$ cat config.mk
export PLATFORM = sky130hd
export DESIGN_NAME = rwc_reset_watchdog
export DESIGN_NICKNAME = d
export VERILOG_FILES = /design/src/rwc_pkg.sv /design/src/rwc_reset_watchdog.sv
export VERILOG_INCLUDE_DIRS = /design/src
export SDC_FILE = /design/constraint.sdc
export NUM_CORES = 1
export LEC_CHECK = 0
export ABC_AREA = 1
export BUFFER_PORTS_ARGS = -buffer_cell sky130_fd_sc_hd__buf_4
export CAP_MARGIN = 10
export CORE_MARGIN = 3
export CORE_UTILIZATION = 41
export CTS_BUF_LIST = sky130_fd_sc_hd__clkbuf_4 sky130_fd_sc_hd__clkbuf_8 sky130_fd_sc_hd__clkbuf_16
export CTS_CLUSTER_SIZE = 8
export DETAILED_ROUTE_END_ITERATION = 12
export GPL_TIMING_DRIVEN = 0
export PLACE_DENSITY = 0.65
export SLEW_MARGIN = 30
export SYNTH_ARGS = -nofsm -noshare
export SYNTH_HDL_FRONTEND = slang
export SYNTH_SLANG_ARGS = --single-unit
$ cat constraint.sdc
create_clock -name i_clk -period 2.31 [get_ports i_clk]
set_input_delay 0.462 -clock i_clk [delete_from_list [all_inputs] [get_ports i_clk]]
set_output_delay 0.462 -clock i_clk [all_outputs]
set_load 0.1 [all_outputs]
$ cat src/rwc_defs.svh
// Offsets, field positions, reset values and timing counts
`ifndef RWC_DEFS_SVH
`define RWC_DEFS_SVH

`define RWC_OFF_CONFIG      8'h00
`define RWC_OFF_OPTION      8'h04
`define RWC_OFF_STATUS      8'h08
`define RWC_OFF_CONTROL     8'h0C
`define RWC_CFG_RSTPIN_BIT  4
`define RWC_CFG_WDOG_BIT    2
`define RWC_CFG_RESET       12'h014
`define RWC_OPT_RESET       8'hFF
`define RWC_OPT_ASSIGN_BIT  3
`define RWC_ST_CWAKE_BIT    7
`define RWC_ST_PWAKE_BIT    6
`define RWC_ST_TO_BIT       4
`define RWC_ST_PD_BIT       3
`define RWC_ST_SLEEP_BIT    0
`define RWC_CTL_WATCHDOG_CLEAR_OP_BIT  0
`define RWC_CTL_SLEEP_BIT   1
`define RWC_CLK_MHZ         200
`define RWC_DRT_POR_MS      18
`define RWC_DRT_SUB_US      10
`define RWC_WDT_MS          18
`define RWC_WDT_OSC_DIV     20
`define RWC_DRT_POR_CYC     (`RWC_DRT_POR_MS * 1000 * `RWC_CLK_MHZ)
`define RWC_DRT_SUB_CYC     (`RWC_DRT_SUB_US * `RWC_CLK_MHZ)
`define RWC_WDT_TICKS       \
  ((`RWC_WDT_MS * 1000 * `RWC_CLK_MHZ) / `RWC_WDT_OSC_DIV)

`endif

$ cat src/rwc_pkg.sv
// Types for the reset and watchdog block
package rwc_pkg;

  typedef enum logic [1:0] {
    RWC_POR  = 2'b00,
    RWC_HOLD = 2'b01,
    RWC_RUN  = 2'b11
  } rwc_state_e;

  typedef struct packed {
    logic cwake;
    logic pwake;
    logic to_n;
    logic pd_n;
  } rwc_flags_s;

  typedef struct packed {
    logic [31:0] addr;
    logic        valid;
  } rwc_axi_addr_s;

endpackage

$ cat src/rwc_reset_watchdog.sv
// Reset sequencer, device reset timer and watchdog with AXI4-Lite regs
//
// Decided for this implementation: the placing of the registers and register access over AXI4-Lite.
`timescale 1ns/1ps
`include "rwc_defs.svh"

module rwc_reset_watchdog #(
  parameter int DRT_POR_CYC = `RWC_DRT_POR_CYC,
  parameter int DRT_SUB_CYC = `RWC_DRT_SUB_CYC,
  parameter int WDT_TICKS   = `RWC_WDT_TICKS,
  parameter int WDT_DIV     = `RWC_WDT_OSC_DIV
) (
  input  wire logic        i_clk,
  input  wire logic        i_rst_n,
  input  wire logic        i_shared_input_pin,
  input  wire logic        i_pin_change,
  input  wire logic        i_comparator_change,
  input  wire logic [31:0] s_axi_awaddr,
  input  wire logic        s_axi_awvalid,
  output logic             s_axi_awready,
  input  wire logic [31:0] s_axi_wdata,
  input  wire logic [3:0]  s_axi_wstrb,
  input  wire logic        s_axi_wvalid,
  output logic             s_axi_wready,
  output logic [1:0]       s_axi_bresp,
  output logic             s_axi_bvalid,
  input  wire logic        s_axi_bready,
  input  wire logic [31:0] s_axi_araddr,
  input  wire logic        s_axi_arvalid,
  output logic             s_axi_arready,
  output logic [31:0]      s_axi_rdata,
  output logic [1:0]       s_axi_rresp,
  output logic             s_axi_rvalid,
  input  wire logic        s_axi_rready,
  output logic             o_core_reset,
  output logic             o_main_osc_en,
  output logic             o_gpio_in,
  output rwc_pkg::rwc_flags_s o_flags
);
  import rwc_pkg::*;

  rwc_state_e  state_ff;
  logic [11:0] cfg_ff;
  logic [7:0]  option_ff;
  rwc_flags_s  flags_ff;
  logic        sleep_ff;
  logic        por_ff;
  logic [31:0] drt_cnt_ff;
  logic [31:0] drt_lim_ff;
  logic [7:0]  wosc_cnt_ff;
  logic        wtick;
  logic [6:0]  pre_cnt_ff;
  logic [31:0] wdt_cnt_ff;
  logic        pin_low_prev_ff;
  logic        aw_ff;
  logic        w_ff;
  logic [31:0] awaddr_ff;
  logic [31:0] wdata_ff;
  logic        bad_w_ff;
  logic [7:0]  waddr;
  logic        do_write;
  logic        clr_op;
  logic        sleep_op;
  logic        rst_en;
  logic        wdt_en;
  logic        ext_low;
  logic        wdt_to;
  logic        wake_pin;
  logic        wake_cmp;
  logic        ext_fall;
  logic        restart;
  logic        pre_tick;
  logic [7:0]  pre_mask;
  logic [3:0]  wstrb_ff;
  logic        cfg_wr;
  logic        opt_wr;
  logic        ctl_wr;

  // Reset pin select
  // pin select
  assign rst_en  = cfg_ff[`RWC_CFG_RSTPIN_BIT];
  assign ext_low = rst_en & ~i_shared_input_pin;
  // With the pin disabled as reset it never restarts the device
  assign o_gpio_in = rst_en ? 1'b1 : i_shared_input_pin;
  assign wdt_en  = cfg_ff[`RWC_CFG_WDOG_BIT];

  // Register map, one word each, low byte significant:
  //   0x00 configuration, writable only while the core is held
  //        bit 4 pin reset enable, bit 2 watchdog enable
  //   0x04 option, write-only, back to all ones on any device reset
  //        bit 3 assigns the prescaler, bits 2:0 pick the ratio
  //   0x08 status, read-only: bit 7 comparator wake, bit 6 pin wake,
  //        bit 4 timeout_flag_n, bit 3 powerdown_flag_n, bit 0 asleep
  //   0x0C control, write-only: bit 0 clears watchdog, bit 1 sleeps
  // Unmapped offsets answer with a slave error on either channel.

  // AXI write path
  // Response waits for both halves; a second write is refused meanwhile
  assign s_axi_awready = ~aw_ff & ~s_axi_bvalid;
  assign s_axi_wready  = ~w_ff & ~s_axi_bvalid;
  assign do_write = aw_ff & w_ff & ~s_axi_bvalid;
  assign waddr    = awaddr_ff[7:0];
  // All writable bits sit in byte lane 0
  assign cfg_wr   = do_write & (waddr == `RWC_OFF_CONFIG) &
                    wstrb_ff[0] & o_core_reset;
  assign opt_wr   = do_write & (waddr == `RWC_OFF_OPTION) &
                    wstrb_ff[0];
  assign ctl_wr   = do_write & (waddr == `RWC_OFF_CONTROL) &
                    wstrb_ff[0] & ~o_core_reset;
  assign clr_op   = ctl_wr & wdata_ff[`RWC_CTL_WATCHDOG_CLEAR_OP_BIT];
  assign sleep_op = ctl_wr & wdata_ff[`RWC_CTL_SLEEP_BIT];

  always_ff @(posedge i_clk) begin
    if (!i_rst_n) begin
      aw_ff     <= 1'b0;
      w_ff      <= 1'b0;
      awaddr_ff <= 32'h0;
      wdata_ff  <= 32'h0;
      wstrb_ff  <= 4'h0;
    end else if (do_write) begin
      aw_ff <= 1'b0;
      w_ff  <= 1'b0;
    end else begin
      if (s_axi_awvalid && s_axi_awready) begin
        aw_ff     <= 1'b1;
        awaddr_ff <= s_axi_awaddr;
      end
      if (s_axi_wvalid && s_axi_wready) begin
        w_ff     <= 1'b1;
        wdata_ff <= s_axi_wdata;
        wstrb_ff <= s_axi_wstrb;
      end
    end
  end

  always_ff @(posedge i_clk) begin
    if (!i_rst_n) begin
      s_axi_bvalid <= 1'b0;
      bad_w_ff     <= 1'b0;
    end else if (do_write) begin
      // Error response for offsets outside the map and for the read-only status word
      s_axi_bvalid <= 1'b1;
      bad_w_ff     <= (waddr != `RWC_OFF_CONFIG) &&
                      (waddr != `RWC_OFF_OPTION) &&
                      (waddr != `RWC_OFF_CONTROL);
    end else if (s_axi_bready) begin
      s_axi_bvalid <= 1'b0;
    end
  end
  assign s_axi_bresp = bad_w_ff ? 2'b10 : 2'b00;

  // Configuration word, writable only while the core is in reset
  // config layout
  always_ff @(posedge i_clk) begin
    if (!i_rst_n) begin
      cfg_ff <= `RWC_CFG_RESET;
    end else if (cfg_wr) begin
      // Bits outside the two enable positions always read as zero
      cfg_ff <= wdata_ff[11:0] & `RWC_CFG_RESET;
    end
  end

  // Option register, reset to all ones by any device reset
  always_ff @(posedge i_clk) begin
    if (!i_rst_n || restart) begin
      option_ff <= `RWC_OPT_RESET;
    end else if (opt_wr) begin
      option_ff <= wdata_ff[7:0];
    end
  end

  // AXI read path
  // Data latched with the address, so it stands until taken
  // Option and control are write-only and read back as zero
  assign s_axi_arready = ~s_axi_rvalid;
  always_ff @(posedge i_clk) begin
    if (!i_rst_n) begin
      s_axi_rvalid <= 1'b0;
      s_axi_rdata  <= 32'h0;
      s_axi_rresp  <= 2'b00;
    end else if (s_axi_arvalid && s_axi_arready) begin
      s_axi_rvalid <= 1'b1;
      s_axi_rresp  <= 2'b00;
      unique case (s_axi_araddr[7:0])
        `RWC_OFF_CONFIG: s_axi_rdata <= {20'h0, cfg_ff};
        `RWC_OFF_STATUS: s_axi_rdata <= {24'h0, flags_ff.cwake,
                           flags_ff.pwake, 1'b0, flags_ff.to_n,
                           flags_ff.pd_n, 2'b00, sleep_ff};
        `RWC_OFF_OPTION, `RWC_OFF_CONTROL: s_axi_rdata <= 32'h0;
        default: begin
          s_axi_rdata <= 32'h0;
          s_axi_rresp <= 2'b10;
        end
      endcase
    end else if (s_axi_rready) begin
      s_axi_rvalid <= 1'b0;
    end
  end

  // Watchdog oscillator stand-in: free-running enable, never gated by sleep
  // own tick
  always_ff @(posedge i_clk) begin
    if (!i_rst_n || wtick) begin
      wosc_cnt_ff <= 8'h00;
    end else begin
      wosc_cnt_ff <= wosc_cnt_ff + 8'h01;
    end
  end
  assign wtick = (wosc_cnt_ff == 8'(WDT_DIV - 1));

  // Prescaler ratio 2^ps when assigned, else 1:1
  // Ones below the selected bit mark the last count of a period
  // ratio select
  assign pre_mask = option_ff[`RWC_OPT_ASSIGN_BIT] ?
                    ((8'h01 << option_ff[2:0]) - 8'h01) : 8'h00;
  assign pre_tick = wtick & ((pre_cnt_ff & pre_mask[6:0]) == pre_mask[6:0]);

  always_ff @(posedge i_clk) begin
    if (!i_rst_n || clr_op || sleep_op || restart || !wdt_en) begin
      pre_cnt_ff <= 7'h00;
    end else if (wtick) begin
      pre_cnt_ff <= pre_cnt_ff + 7'h01;
    end
  end

  // Counter and prescaler held clear while the enable is off
  // timeout count
  always_ff @(posedge i_clk) begin
    if (!i_rst_n || clr_op || sleep_op || restart || !wdt_en) begin
      wdt_cnt_ff <= 32'h0;
    end else if (pre_tick) begin
      wdt_cnt_ff <= wdt_cnt_ff + 32'h1;
    end
  end
  assign wdt_to = wdt_en && pre_tick && (wdt_cnt_ff == 32'(WDT_TICKS - 1));

  // Pin change takes priority over a comparator change in one cycle
  // Pin restart fires on the falling edge; the hold follows the level
  assign wake_pin = sleep_ff & i_pin_change;
  assign wake_cmp = sleep_ff & i_comparator_change & ~i_pin_change;
  assign ext_fall = ext_low & ~pin_low_prev_ff;
  assign restart  = ext_fall | wdt_to | wake_pin | wake_cmp;

  always_ff @(posedge i_clk) begin
    // Starts as if low, so a pin held low at power-up is no restart
    if (!i_rst_n) begin
      pin_low_prev_ff <= 1'b1;
    end else begin
      pin_low_prev_ff <= ext_low;
    end
  end

  // Reset latch and device reset timer
  // power-up latch
  always_ff @(posedge i_clk) begin
    if (!i_rst_n) begin
      state_ff   <= RWC_POR;
      drt_cnt_ff <= 32'h0;
      drt_lim_ff <= 32'(DRT_POR_CYC);
      por_ff     <= 1'b1;
    end else if (restart) begin
      // A restart inside the power-up hold keeps the long period
      state_ff   <= RWC_HOLD;
      drt_cnt_ff <= 32'h0;
      drt_lim_ff <= por_ff ? 32'(DRT_POR_CYC) : 32'(DRT_SUB_CYC);
    end else begin
      unique case (state_ff)
        RWC_POR: begin
          state_ff <= RWC_HOLD;
        end
        RWC_HOLD: begin
          // Any low on the pin, while it is enabled as reset, starts the count over
          if (ext_low) begin
            drt_cnt_ff <= 32'h0;
          end else if (drt_cnt_ff == drt_lim_ff - 32'h1) begin
            state_ff <= RWC_RUN;
            por_ff   <= 1'b0;
          end else begin
            drt_cnt_ff <= drt_cnt_ff + 32'h1;
          end
        end
        RWC_RUN: begin
          state_ff <= RWC_RUN;
        end
        default: state_ff <= RWC_POR;
      endcase
    end
  end
  // Decoded from the state register alone, so it has no glitch
  assign o_core_reset = (state_ff != RWC_RUN);

  // Sleep state and main oscillator gate
  // sleep entry
  always_ff @(posedge i_clk) begin
    if (!i_rst_n || restart) begin
      sleep_ff <= 1'b0;
    end else if (sleep_op) begin
      sleep_ff <= 1'b1;
    end
  end
  // Only a restart or i_rst_n leaves sleep and restarts the main clock
  assign o_main_osc_en = ~sleep_ff;

  // Reset-cause flags
  // Timeout outranks a wake in the same cycle
  // A pin fall while awake only clears the wake flags
  // hold
  always_ff @(posedge i_clk) begin
    if (!i_rst_n) begin
      flags_ff <= '{cwake: 1'b0, pwake: 1'b0, to_n: 1'b1, pd_n: 1'b1};
    end else if (wdt_to) begin
      flags_ff.cwake <= 1'b0;
      flags_ff.pwake <= 1'b0;
      flags_ff.to_n  <= 1'b0;
      if (sleep_ff) begin
        flags_ff.pd_n <= 1'b0;
      end
    end else if (wake_pin || wake_cmp) begin
      flags_ff <= '{cwake: wake_cmp, pwake: wake_pin, to_n: 1'b1,
                    pd_n: 1'b0};
    end else if (ext_fall) begin
      flags_ff.cwake <= 1'b0;
      flags_ff.pwake <= 1'b0;
      if (sleep_ff) begin
        flags_ff.to_n <= 1'b1;
        flags_ff.pd_n <= 1'b0;
      end
    end else if (sleep_op) begin
      flags_ff.to_n <= 1'b1;
      flags_ff.pd_n <= 1'b0;
    end
  end
  assign o_flags = flags_ff;

endmodule

======== Yosys cells after proc, flatten, opt, wreduce, memory -nomap -nowiden ========
Index checks and enable logic that the tools add are counted.
cells by class
  shifts and indexed selects .............. 1
  equal/unequal tests ..................... 22
  mux-type cells .......................... 23
  bitwise operators ....................... 37
  reduce and logical (&&, ||, !) cells .... 36
  add/sub/neg operators ................... 6
operators by type and width
  cell                   count
  $add 32x1->32 const B  2
  $mux 32                2
  $eq 32x18->1 const B   1
  $eq 32x32->1           1
  $sub 32x1->32 const B  1
  $eq 8x4->1 const B     3
  $mux 22                1
  $and 1x1->1            20
  $mux 2                 9
  $eq 8x3->1 const B     2
  $logic_not 8->1        2
  $pmux 8 s2             1
  $not 1->1              13
  $reduce_and 2->1       6
  $ne 2x2->1 const B     5
  $add 8x1->8 const B    1
  $eq 8x5->1 const B     1
  $ne 8x3->1 const B     1
  $ne 8x4->1 const B     1
  $reduce_bool 8->1      1
  $add 7x1->7 const B    1
  $and 7x7->7            1
  $eq 7x7->1             1
  $logic_and 1x1->1      7
  other kinds (21)       41
storage, ports and cells
  output and inout port bits .............. 48
  input port bits ......................... 110
  flip-flop bits (word level) ............. 179
  word-level logic and storage cells ...... 151

======== Logic depth before layout (Yosys ltp) ========
Gate-level depths: netlist of the first run.
  depth in word-level cells ............... 13
  depth in mapped cells ................... 18
  gate-level depth less buffers ........... 17

======== Worst setup path after synthesis of the first run ========
Ideal clock, no wire load.
  path type ............................... register to register
  start ................................... register s_axi_bvalid
  end ..................................... register awaddr_ff[4]
  setup time .............................. 65 ps
  slack ................................... -623 ps
  cell stages (with the launch flop) ...... 6
  path buffers ............................ 0
  data arrival time ....................... 2868 ps
  data required time ...................... 2245 ps
  path through ............................ dfxtp_1 > nor2_1 > nand2_1 > clkinv_1 > nor2_1 > nor2_1
on the way
  word-level cells in the longest chain between the ends .. 4
  elaborated cells between the ends (all ways) .. 6
  classes of those cells .................. 4 x bitwise; 2 x reduce/logical
ends and longest elaborated chain
  what                               RTL line                   RTL
  from (decl)                        rwc_reset_watchdog.sv:26   output logic s_axi_bvalid,
  from (signal assigned)             rwc_reset_watchdog.sv:138  s_axi_bvalid <= 1'b0;
  from (signal assigned)             rwc_reset_watchdog.sv:142  s_axi_bvalid <= 1'b1;
  from (signal assigned)             rwc_reset_watchdog.sv:147  s_axi_bvalid <= 1'b0;
  $not 1->1                          rwc_reset_watchdog.sv:99   assign s_axi_awready = ~aw_ff & ~s_axi_bvalid;
  $and 1x1->1                        rwc_reset_watchdog.sv:99
  net s_axi_awready                  rwc_reset_watchdog.sv:20   output logic s_axi_awready,
  $logic_and 1x1->1                  rwc_reset_watchdog.sv:124  if (s_axi_awvalid && s_axi_awready) begin
  $reduce_and 2->1 (no source line)  -
  to (signal assigned)               rwc_reset_watchdog.sv:126  awaddr_ff <= s_axi_awaddr;
  to (decl)                          rwc_reset_watchdog.sv:57   logic [31:0] awaddr_ff;
The timed path passes the listed nets, and every way through them passes these cells.
A chain may end at the register's enable or synchronous reset.

======== Final worst setup path of the first run ========
  start ................................... register option_ff[1]
  end ..................................... register wdt_cnt_ff[18]
on the way
  word-level cells in the longest chain between the ends .. 13
ends and longest elaborated chain
  what                            RTL line                   RTL
  from (decl)                     rwc_reset_watchdog.sv:44   logic [7:0] option_ff;
  from (signal assigned)          rwc_reset_watchdog.sv:166  option_ff <= `RWC_OPT_RESET;
  from (signal assigned)          rwc_reset_watchdog.sv:168  option_ff <= wdata_ff[7:0];
  $shl 1x3->7 (*)                 rwc_reset_watchdog.sv:215  ((8'h01 << option_ff[2:0]) - 8'h01) : 8'h00;
  $sub 7x1->7 (*)                 rwc_reset_watchdog.sv:215
  $mux 7 (*)                      rwc_reset_watchdog.sv:214  assign pre_mask = option_ff[`RWC_OPT_ASSIGN_BIT] ?
  $and 7x7->7                     rwc_reset_watchdog.sv:216  assign pre_tick = wtick & ((pre_cnt_ff & pre_mask[6:0]) == pre_mask[6:0]);
  $eq 7x7->1 (*)                  rwc_reset_watchdog.sv:216
  $and 1x1->1 (*)                 rwc_reset_watchdog.sv:216
  $logic_and 1x1->1 (2 in a row)  rwc_reset_watchdog.sv:235  assign wdt_to = wdt_en && pre_tick && (wdt_cnt_ff == 32'(WDT_TICKS - 1));
  $or 1x1->1 (3 in a row)         rwc_reset_watchdog.sv:242  assign restart = ext_fall | wdt_to | wake_pin | wake_cmp;
  $logic_or 1x1->1 (2 in a row)   rwc_reset_watchdog.sv:229  if (!i_rst_n || clr_op || sleep_op || restart || !wdt_en) begin
  to (signal assigned)            rwc_reset_watchdog.sv:232  wdt_cnt_ff <= wdt_cnt_ff + 32'h1;
  to (decl)                       rwc_reset_watchdog.sv:53   logic [31:0] wdt_cnt_ff;
Mark *: on every way between the ends. The rest lies on a longest branch, timed or not.

==> metrics, run 1 <==
CTS root buf=clkbuf_16; Hold WS=0.293 ns; Worst Tran Pin Value=between 0.8 and 0.9 ns; final setup violation count=0; # IOs=~160; routed len/inst=roughly 13 um; Peak Freq=about 0.46 GHz; final WL=between 15000 and 20000 um; via count=between 6000 and 7000; Die Ht=~140 um; setup TNS=0 ns; CTS tree=built; Initial Util=42.1%; total power draw=around 5400 uW; Synth Cell Area=around 0.0070 mm2; antenna viol nets, final=0; area grow syn2layout=21.5%; Vias/cell=4.98; highest-count cells in the layout ignoring fill and taps=266 x nand2_1, 151 x nor2_1, 119 x dfxtp_1; Hold Crit Class=primary input to flop; Post-Syn Instances=about 1000; CP Max Fanout=6; Peak VDD IR=~0.53 mV; complex-gate fraction of the synthesized area=between 10 and 15%; DR iter-0 viols=between 300 and 400; synth unique cells=45; status=finished, final reports clean; share of the clock period used by the worst path=approximately 94%; vias in the first global route=~6400; Seq/Total Area, Yosys=approximately a third; M2 GR Usage=between 30% and 40%; met1 Use GR=between 20% and 30%; die area=0.0187 mm2; post-synthesis simple-gate area fraction=approximately 37%; CTS max path bufs=2; number of max-cap violations=0; busiest layer in global routing=met2; Clock Latency Late Sink=0.42 ns; commonest non-fill, non-tap cell in the layout=nand2_1; Worst Skew=0.0108 ns; Post-Synth XOR/XNOR Area=roughly 5.4%; first-pass GRT wire length=a little over 30000 um; Die W=between 100 and 150 um; Worst Path Arrival=between 2 and 3 ns; Total GRT Usage=20.4%; Final min period=~2.2 ns; post-synthesis mux area share=0%; clk sinks=122; antenna violations before repair=0; syn avg cell area=~6.7 um2; Core Rows=47; met3 GRT Util=between 4 and 5%; total grt overflow=0; CTS Buf Count=17; drt first pass iters=5; largest net degree at the start of global routing=17; final max-slew violation count=0; Non-Filler Instances=between 1000 and 1500; RePlAce Congestion=0.948; flops & latches, synth=approximately 120; drt drc=0; nets=around 1300; combinational family with the most area after synthesis=simple AND/OR/NAND/NOR gates; Reg2Reg Setup Slack=0.13 ns; H-tree Lvls=4; Worst setup SP type=flop; Lkg Pwr=roughly 0.0033 uW; crit end category=flop; DP HPWL=13700 um; PwrDens=approximately 640 mW/mm2; slew margin rel.=between 40% and 50%; Crit path required time=roughly 2.7 ns; Buffers on Ports=50; share of post-route cells with drive strength above 1=between 10% and 20%; Final Hold Viols=0; diodes inserted=0; kind of critical path=flop to flop; Placed Cells=~1300; clock-pin slew on the worst setup and hold paths=0.06 ns; core box area=~0.017 mm2; Synth warnings=0; post-synthesis adder-cell area fraction=less than 1%
-- routing by layer --
layer  up-vias  wire (um)  part of all wire (%)
met3        29        704                   3.8
met5         -          0                     0
met1      3158       8630                    47
met2       141       8770                    48
met4         0        293                   1.6
li1       3546          -                     -
-- cell families after synthesis --
| logic type | after synthesis |
|---|---|
| AO/OA/AOI/OAI | 134 |
| XOR/XNOR | 43 |
| adder cells (fa/ha/maj) | 5 |
| buffers and inverters | 149 |
| flip-flops | 122 |
| other | 1 |
| AND/OR/NAND/NOR | 592 |
-- worst max-delay path: stages, from the launching register on --
cell and delay [ns]:
dfxtp_4 0.35, nor2_4 0.12, nand2_2 0.09, ha_4 0.23
or2_2 0.28, nand3_2 0.07, nor2_1 0.04, nand2_1 0.07
nand2_2 0.07, nand3_4 0.09, nand2_4 0.09, inv_2 0.08
nand3b_4 0.12, buf_8 0.17, clkbuf_16 0.15, a21oi_2 0.09
-- power by group --
part           internal, uW  switching [uW]  total, uW
clock network          1630             971       2600
registers              2150            28.3       2180
logic                   172             494        666
-- per-stage QoR --
stage,utilization (%),worst slack [ns],instance area (um2)
CTS,50.1,0.00824,8370
detailed placement,46.6,-0.0397,7790
finish,51.1,0.133,8530
global route,51.1,-0.0231,8530
floorplan,-,-0.0858,7140
global placement,46.6,0.0129,7790
-- synthesized netlist by cell type --
cell type	number	area [um2]
a21boi_0	1	7.51
a21o_1	2	15.0
a21oi_1	74	370
a21oi_2	14	123
a22o_1	1	8.76
buf_12	1	20.0
buf_2	11	55.1
buf_4	32	240
buf_6	5	56.3
clkbuf_1	11	41.3
clkinv_1	3	11.3
conb_1	1	3.75
dfxtp_1	122	2440
ha_1	5	62.6
inv_1	80	300
inv_2	5	18.8
inv_4	1	6.26
nand2_1	268	1010
nand2_2	3	18.8
nand2_4	2	22.5
nand3_1	69	345
nand3_2	2	20.0
nand3_4	1	17.5
nand3b_1	5	37.5
nand3b_4	1	20.0
nand4_1	23	144
nor2_1	153	574
nor2_2	3	18.8
nor2_4	1	11.3
nor2_8	1	20.0
nor3_1	32	160
nor3_2	1	10.0
nor3b_1	5	37.5
nor4_1	10	62.6
nor4b_1	1	8.76
o2111ai_1	1	8.76
o211ai_1	8	60.1
o21a_1	6	45.0
o21ai_0	25	125
o22ai_1	1	6.26
o31ai_2	1	12.5
or2_2	10	62.6
or3b_2	1	8.76
xnor2_1	7	61.3
xor2_1	36	315
-- flip-flops by register name (all words and copies together), names as in the netlist, 2 cells and up --
name	count
awaddr_ff	8
option_ff	4
drt_cnt_ff	32
o_flags	4
drt_lim_ff	2
cfg_ff	2
pre_cnt_ff	7
s_axi_rdata	6
wdata_ff	5
wdt_cnt_ff	32
wosc_cnt_ff	8
state_ff	2
-- final timing paths --
| check | start | to | cells after the start |
|---|---|---|---|
| hold reg to reg | wstrb_ff[0] | wstrb_ff[0] | 2 |
| setup / recovery | option_ff[1] | wdt_cnt_ff[18] | 15 |
| setup reg to reg | option_ff[1] | wdt_cnt_ff[18] | 15 |
| hold / removal | s_axi_bready | s_axi_bvalid | 4 |
-- repair_timing --
| action | 4_1_cts | 5_1_grt |
|---|---|---|
| setup buffers | 0 | 5 |
| endpoints found under the setup margin | 13 | 71 |
| hold buffers | 0 | 0 |
| gates resized for setup | 2 | 18 |
| pin swaps | 1 | 4 |
| cloned | 0 | 2 |
-- layout make-up --
| cell class | count | area (um2) |
|---|---|---|
| Tap cell | 220 | 275 |
| Multi-Input combinational cell | 802 | 4000 |
| Buffer | 60 | 428 |
| Timing Repair Buffer | 57 | 463 |
| Sequential cell | 122 | 2450 |
| Clock inverter | 11 | 124 |
| Fill cell | 1683 | 8170 |
| Inverter | 89 | 340 |
| Clock buffer | 19 | 453 |
Power figures use the tool's default switching activity.
==> inputs of run 2 (changes only) <==
CORE_UTILIZATION = 40   (was 41)
PLACE_DENSITY = not set   (was 0.65)
PLACE_DENSITY_LB_ADDON = 0.15   (was not set)
==> run 2 against run 1 <==
  * Hold slack got worse by 0.0088 ns
  * Sequential share of layout area rose by 0.10 points
  * Core utilization fell by 0.74 points
  * Cell count barely moved
  * Combinational power fell by 2%
  * Sequential cell count did not move
  * Die area rose by 2.4%
  * Clock skew rose by 0.0020 ns
  * Fmax fell by 0.61%
  * Setup slack got worse by 0.013 ns
  * Critical path type unchanged
  * Largest cell class unchanged
  * Largest power group unchanged
==> metrics, run 2 (synthesis gave the netlist of run 1 again) <==
final worst slack=0.119 ns (-0.0133 ns); slew margin rel.=43.9% (+0.36 points); # IOs=158 (unchanged); Initial Util=41.6% (-0.44 points); CTS tree=built; number of max-cap violations=0 (unchanged); Hold Crit Class=primary input to flop; nets=1263 (-0.079%); Clock Latency Late Sink=0.42 ns (about the same); diodes inserted=0 (unchanged); Comb pwr share=12.2% (about the same); H-tree Lvls=4 (unchanged); Reg power frac=40.4% (+0.4 points); Worst Tran Pin Value=0.830 ns (-0.0140 ns); clk sinks=122 (unchanged); status=finished, final reports clean; met3 GRT Util=3.25% (-1.1 points); routed len/inst=13.0 um (-2.3%); CP Max Fanout=10 (+4); drt drc=0 (unchanged); Final Hold Viols=0 (unchanged); Buffers on Ports=50 (unchanged); total grt overflow=0 (unchanged); worst slack at placement=-0.0459 ns (-0.00615 ns); largest net degree at the start of global routing=17 (unchanged); CTS Hold Bufs=0 (unchanged); Psw=1570 uW (+5.2%); die area=0.0192 mm2 (+2.4%); Lkg Pwr=0.00333 uW (-0.44%); RePlAce Congestion=0.920 (-3.0%); Core Rows=47 (unchanged); Hold Path Depth=3 (-1); Worst Skew=0.0128 ns (+0.00198 ns); biggest registers after layout=drt_cnt_ff: 32 flops, wdt_cnt_ff: 32 flops; PwrDens=633 mW/mm2 (-0.66%); clock share of power=47.4% (-0.4 points); final setup violation count=0 (unchanged); final WL=18000 um (-2.2%); R2R depth=14 (-1); M2 GR Usage=30.5% (-3.2 points); Worst setup SP type=flop; Total GRT Usage=18.7% (-1.7 points); Peak Freq=0.456 GHz (-0.61%); Internal=3810 uW (-3.4%); core box area=0.0169 mm2 (+1.1%); Sw Ratio=29.2% (+1.7 points); Final min period=2.19 ns (+0.0133 ns); design area=0.00850 mm2 (-0.41%); clock-pin slew on the worst setup and hold paths=0.06 ns (about the same); Die Ht=139 um (+1.2%); DR iter-0 viols=383 (+6.7%); DP HPWL=13700 um (-0.20%); highest-count cells in the layout ignoring fill and taps=265 x nand2_1, 151 x nor2_1, 118 x dfxtp_1; drt first pass iters=5 (unchanged); Die W=139 um (+1.2%); area grow syn2layout=21.0%; Final Core Density=50.4% (-0.74 points); total power draw=5380 uW (-1.1%); final max-slew violation count=0 (unchanged); share of the clock period used by the worst path=94.8% (+0.57 points); via count=6725 (-2.2%); busiest layer in global routing=met2; vias in the first global route=6200 (-2.6%); DP Area=0.00779 mm2 (unchanged); share of post-route cells with drive strength above 1=17.2% (+0.33 points); commonest non-fill, non-tap cell in the layout=nand2_1; crit end category=flop; first-pass GRT wire length=29900 um (-2.6%); CTS max path bufs=2 (unchanged); Vias/cell=4.87 (-2.2%); met1 Use GR=25.1% (-1.5 points); kind of critical path=flop to flop; antenna viol nets, final=0 (unchanged); CTS Buf Count=17 (unchanged); CTS root buf=clkbuf_16; Peak VDD IR=0.482 mV (-9.0%); antenna violations before repair=0 (unchanged); Worst Path Arrival=2.54 ns (about the same); Crit path required time=2.66 ns (about the same); Hold WS=0.284 ns (-0.00883 ns)
[run 2: cell types whose count changed in the layout (fill, tap and decap cells not counted), sizes merged]
cell / previous run / this run
clkinvlp: 4 / 3
bufinv: 2 / 1
clkbuf: 35 / 32
clkinv: 9 / 10
inv: 85 / 90
[run 2: per-stage QoR]
| step | instances | setup TNS [ns] |
|---|---|---|
| global route | 1381 | -0.200 |
| finish | 1381 | 0 |
| detailed placement | 1343 | -0.0936 |
| CTS | 1375 | 0 |
| floorplan | 1073 | -0.754 |
| global placement | 1343 | -0.0748 |
[run 2: metal layers]
layer | routed length [um] | share of wire (%) | vias to the layer above
met2 | 8530 | 47 | 120
met5 | 0 | 0 | -
li1 | - | - | 3549
met4 | 253 | 1.4 | 0
met1 | 8470 | 47 | 3037
met3 | 733 | 4.1 | 19
[run 2: critical path: stages, from the launching register on]
cell,delay (ns)
dfxtp_4,0.36
nor2_4,0.15
nand2_2,0.09
ha_4,0.23
or2_2,0.28
nand3_2,0.08
nor2_1,0.04
nand2_1,0.07
nand2_2,0.08
nand3_4,0.11
nand2_8,0.09
inv_4,0.07
nand3b_4,0.11
clkbuf_4,0.22
a21oi_1,0.14
[run 2: worst paths after layout]
| path | start | endpoint | slack, ns |
|---|---|---|---|
| max reg2reg | option_ff[1] | pre_cnt_ff[1] | 0.12 |
| min | s_axi_awaddr[3] | awaddr_ff[3] | 0.28 |
| min reg2reg | wdata_ff[4] | wdata_ff[4] | 0.45 |
| max | option_ff[1] | pre_cnt_ff[1] | 0.12 |
[run 2: timing repair]
action,4_1_cts,5_1_grt
cloned,0,1
pin swaps,1,5
endpoints found under the setup margin,8,70
gates resized for setup,1,25
setup buffers,0,6
[run 2: final cells by class]
class                           instances  area (um2)
Timing Repair Buffer                   57         445
Inverter                               89         343
Clock inverter                         15         141
Sequential cell                       122        2450
Multi-Input combinational cell        802        4000
Clock buffer                           17         425
Buffer                                 59         419
Tap cell                              220         275
Fill cell                            1772        8380
[run 2: power groups by stage]
stage | Clock [uW] | Combinational (uW) | Sequential (uW)
after global routing | 2700 | 699 | 2180
final | 2550 | 655 | 2180
after CTS | 2600 | 647 | 2180
after detailed placement | 0 | 646 | 2220
after global placement | 0 | 643 | 2220
after floorplan | 0 | 484 | 2260
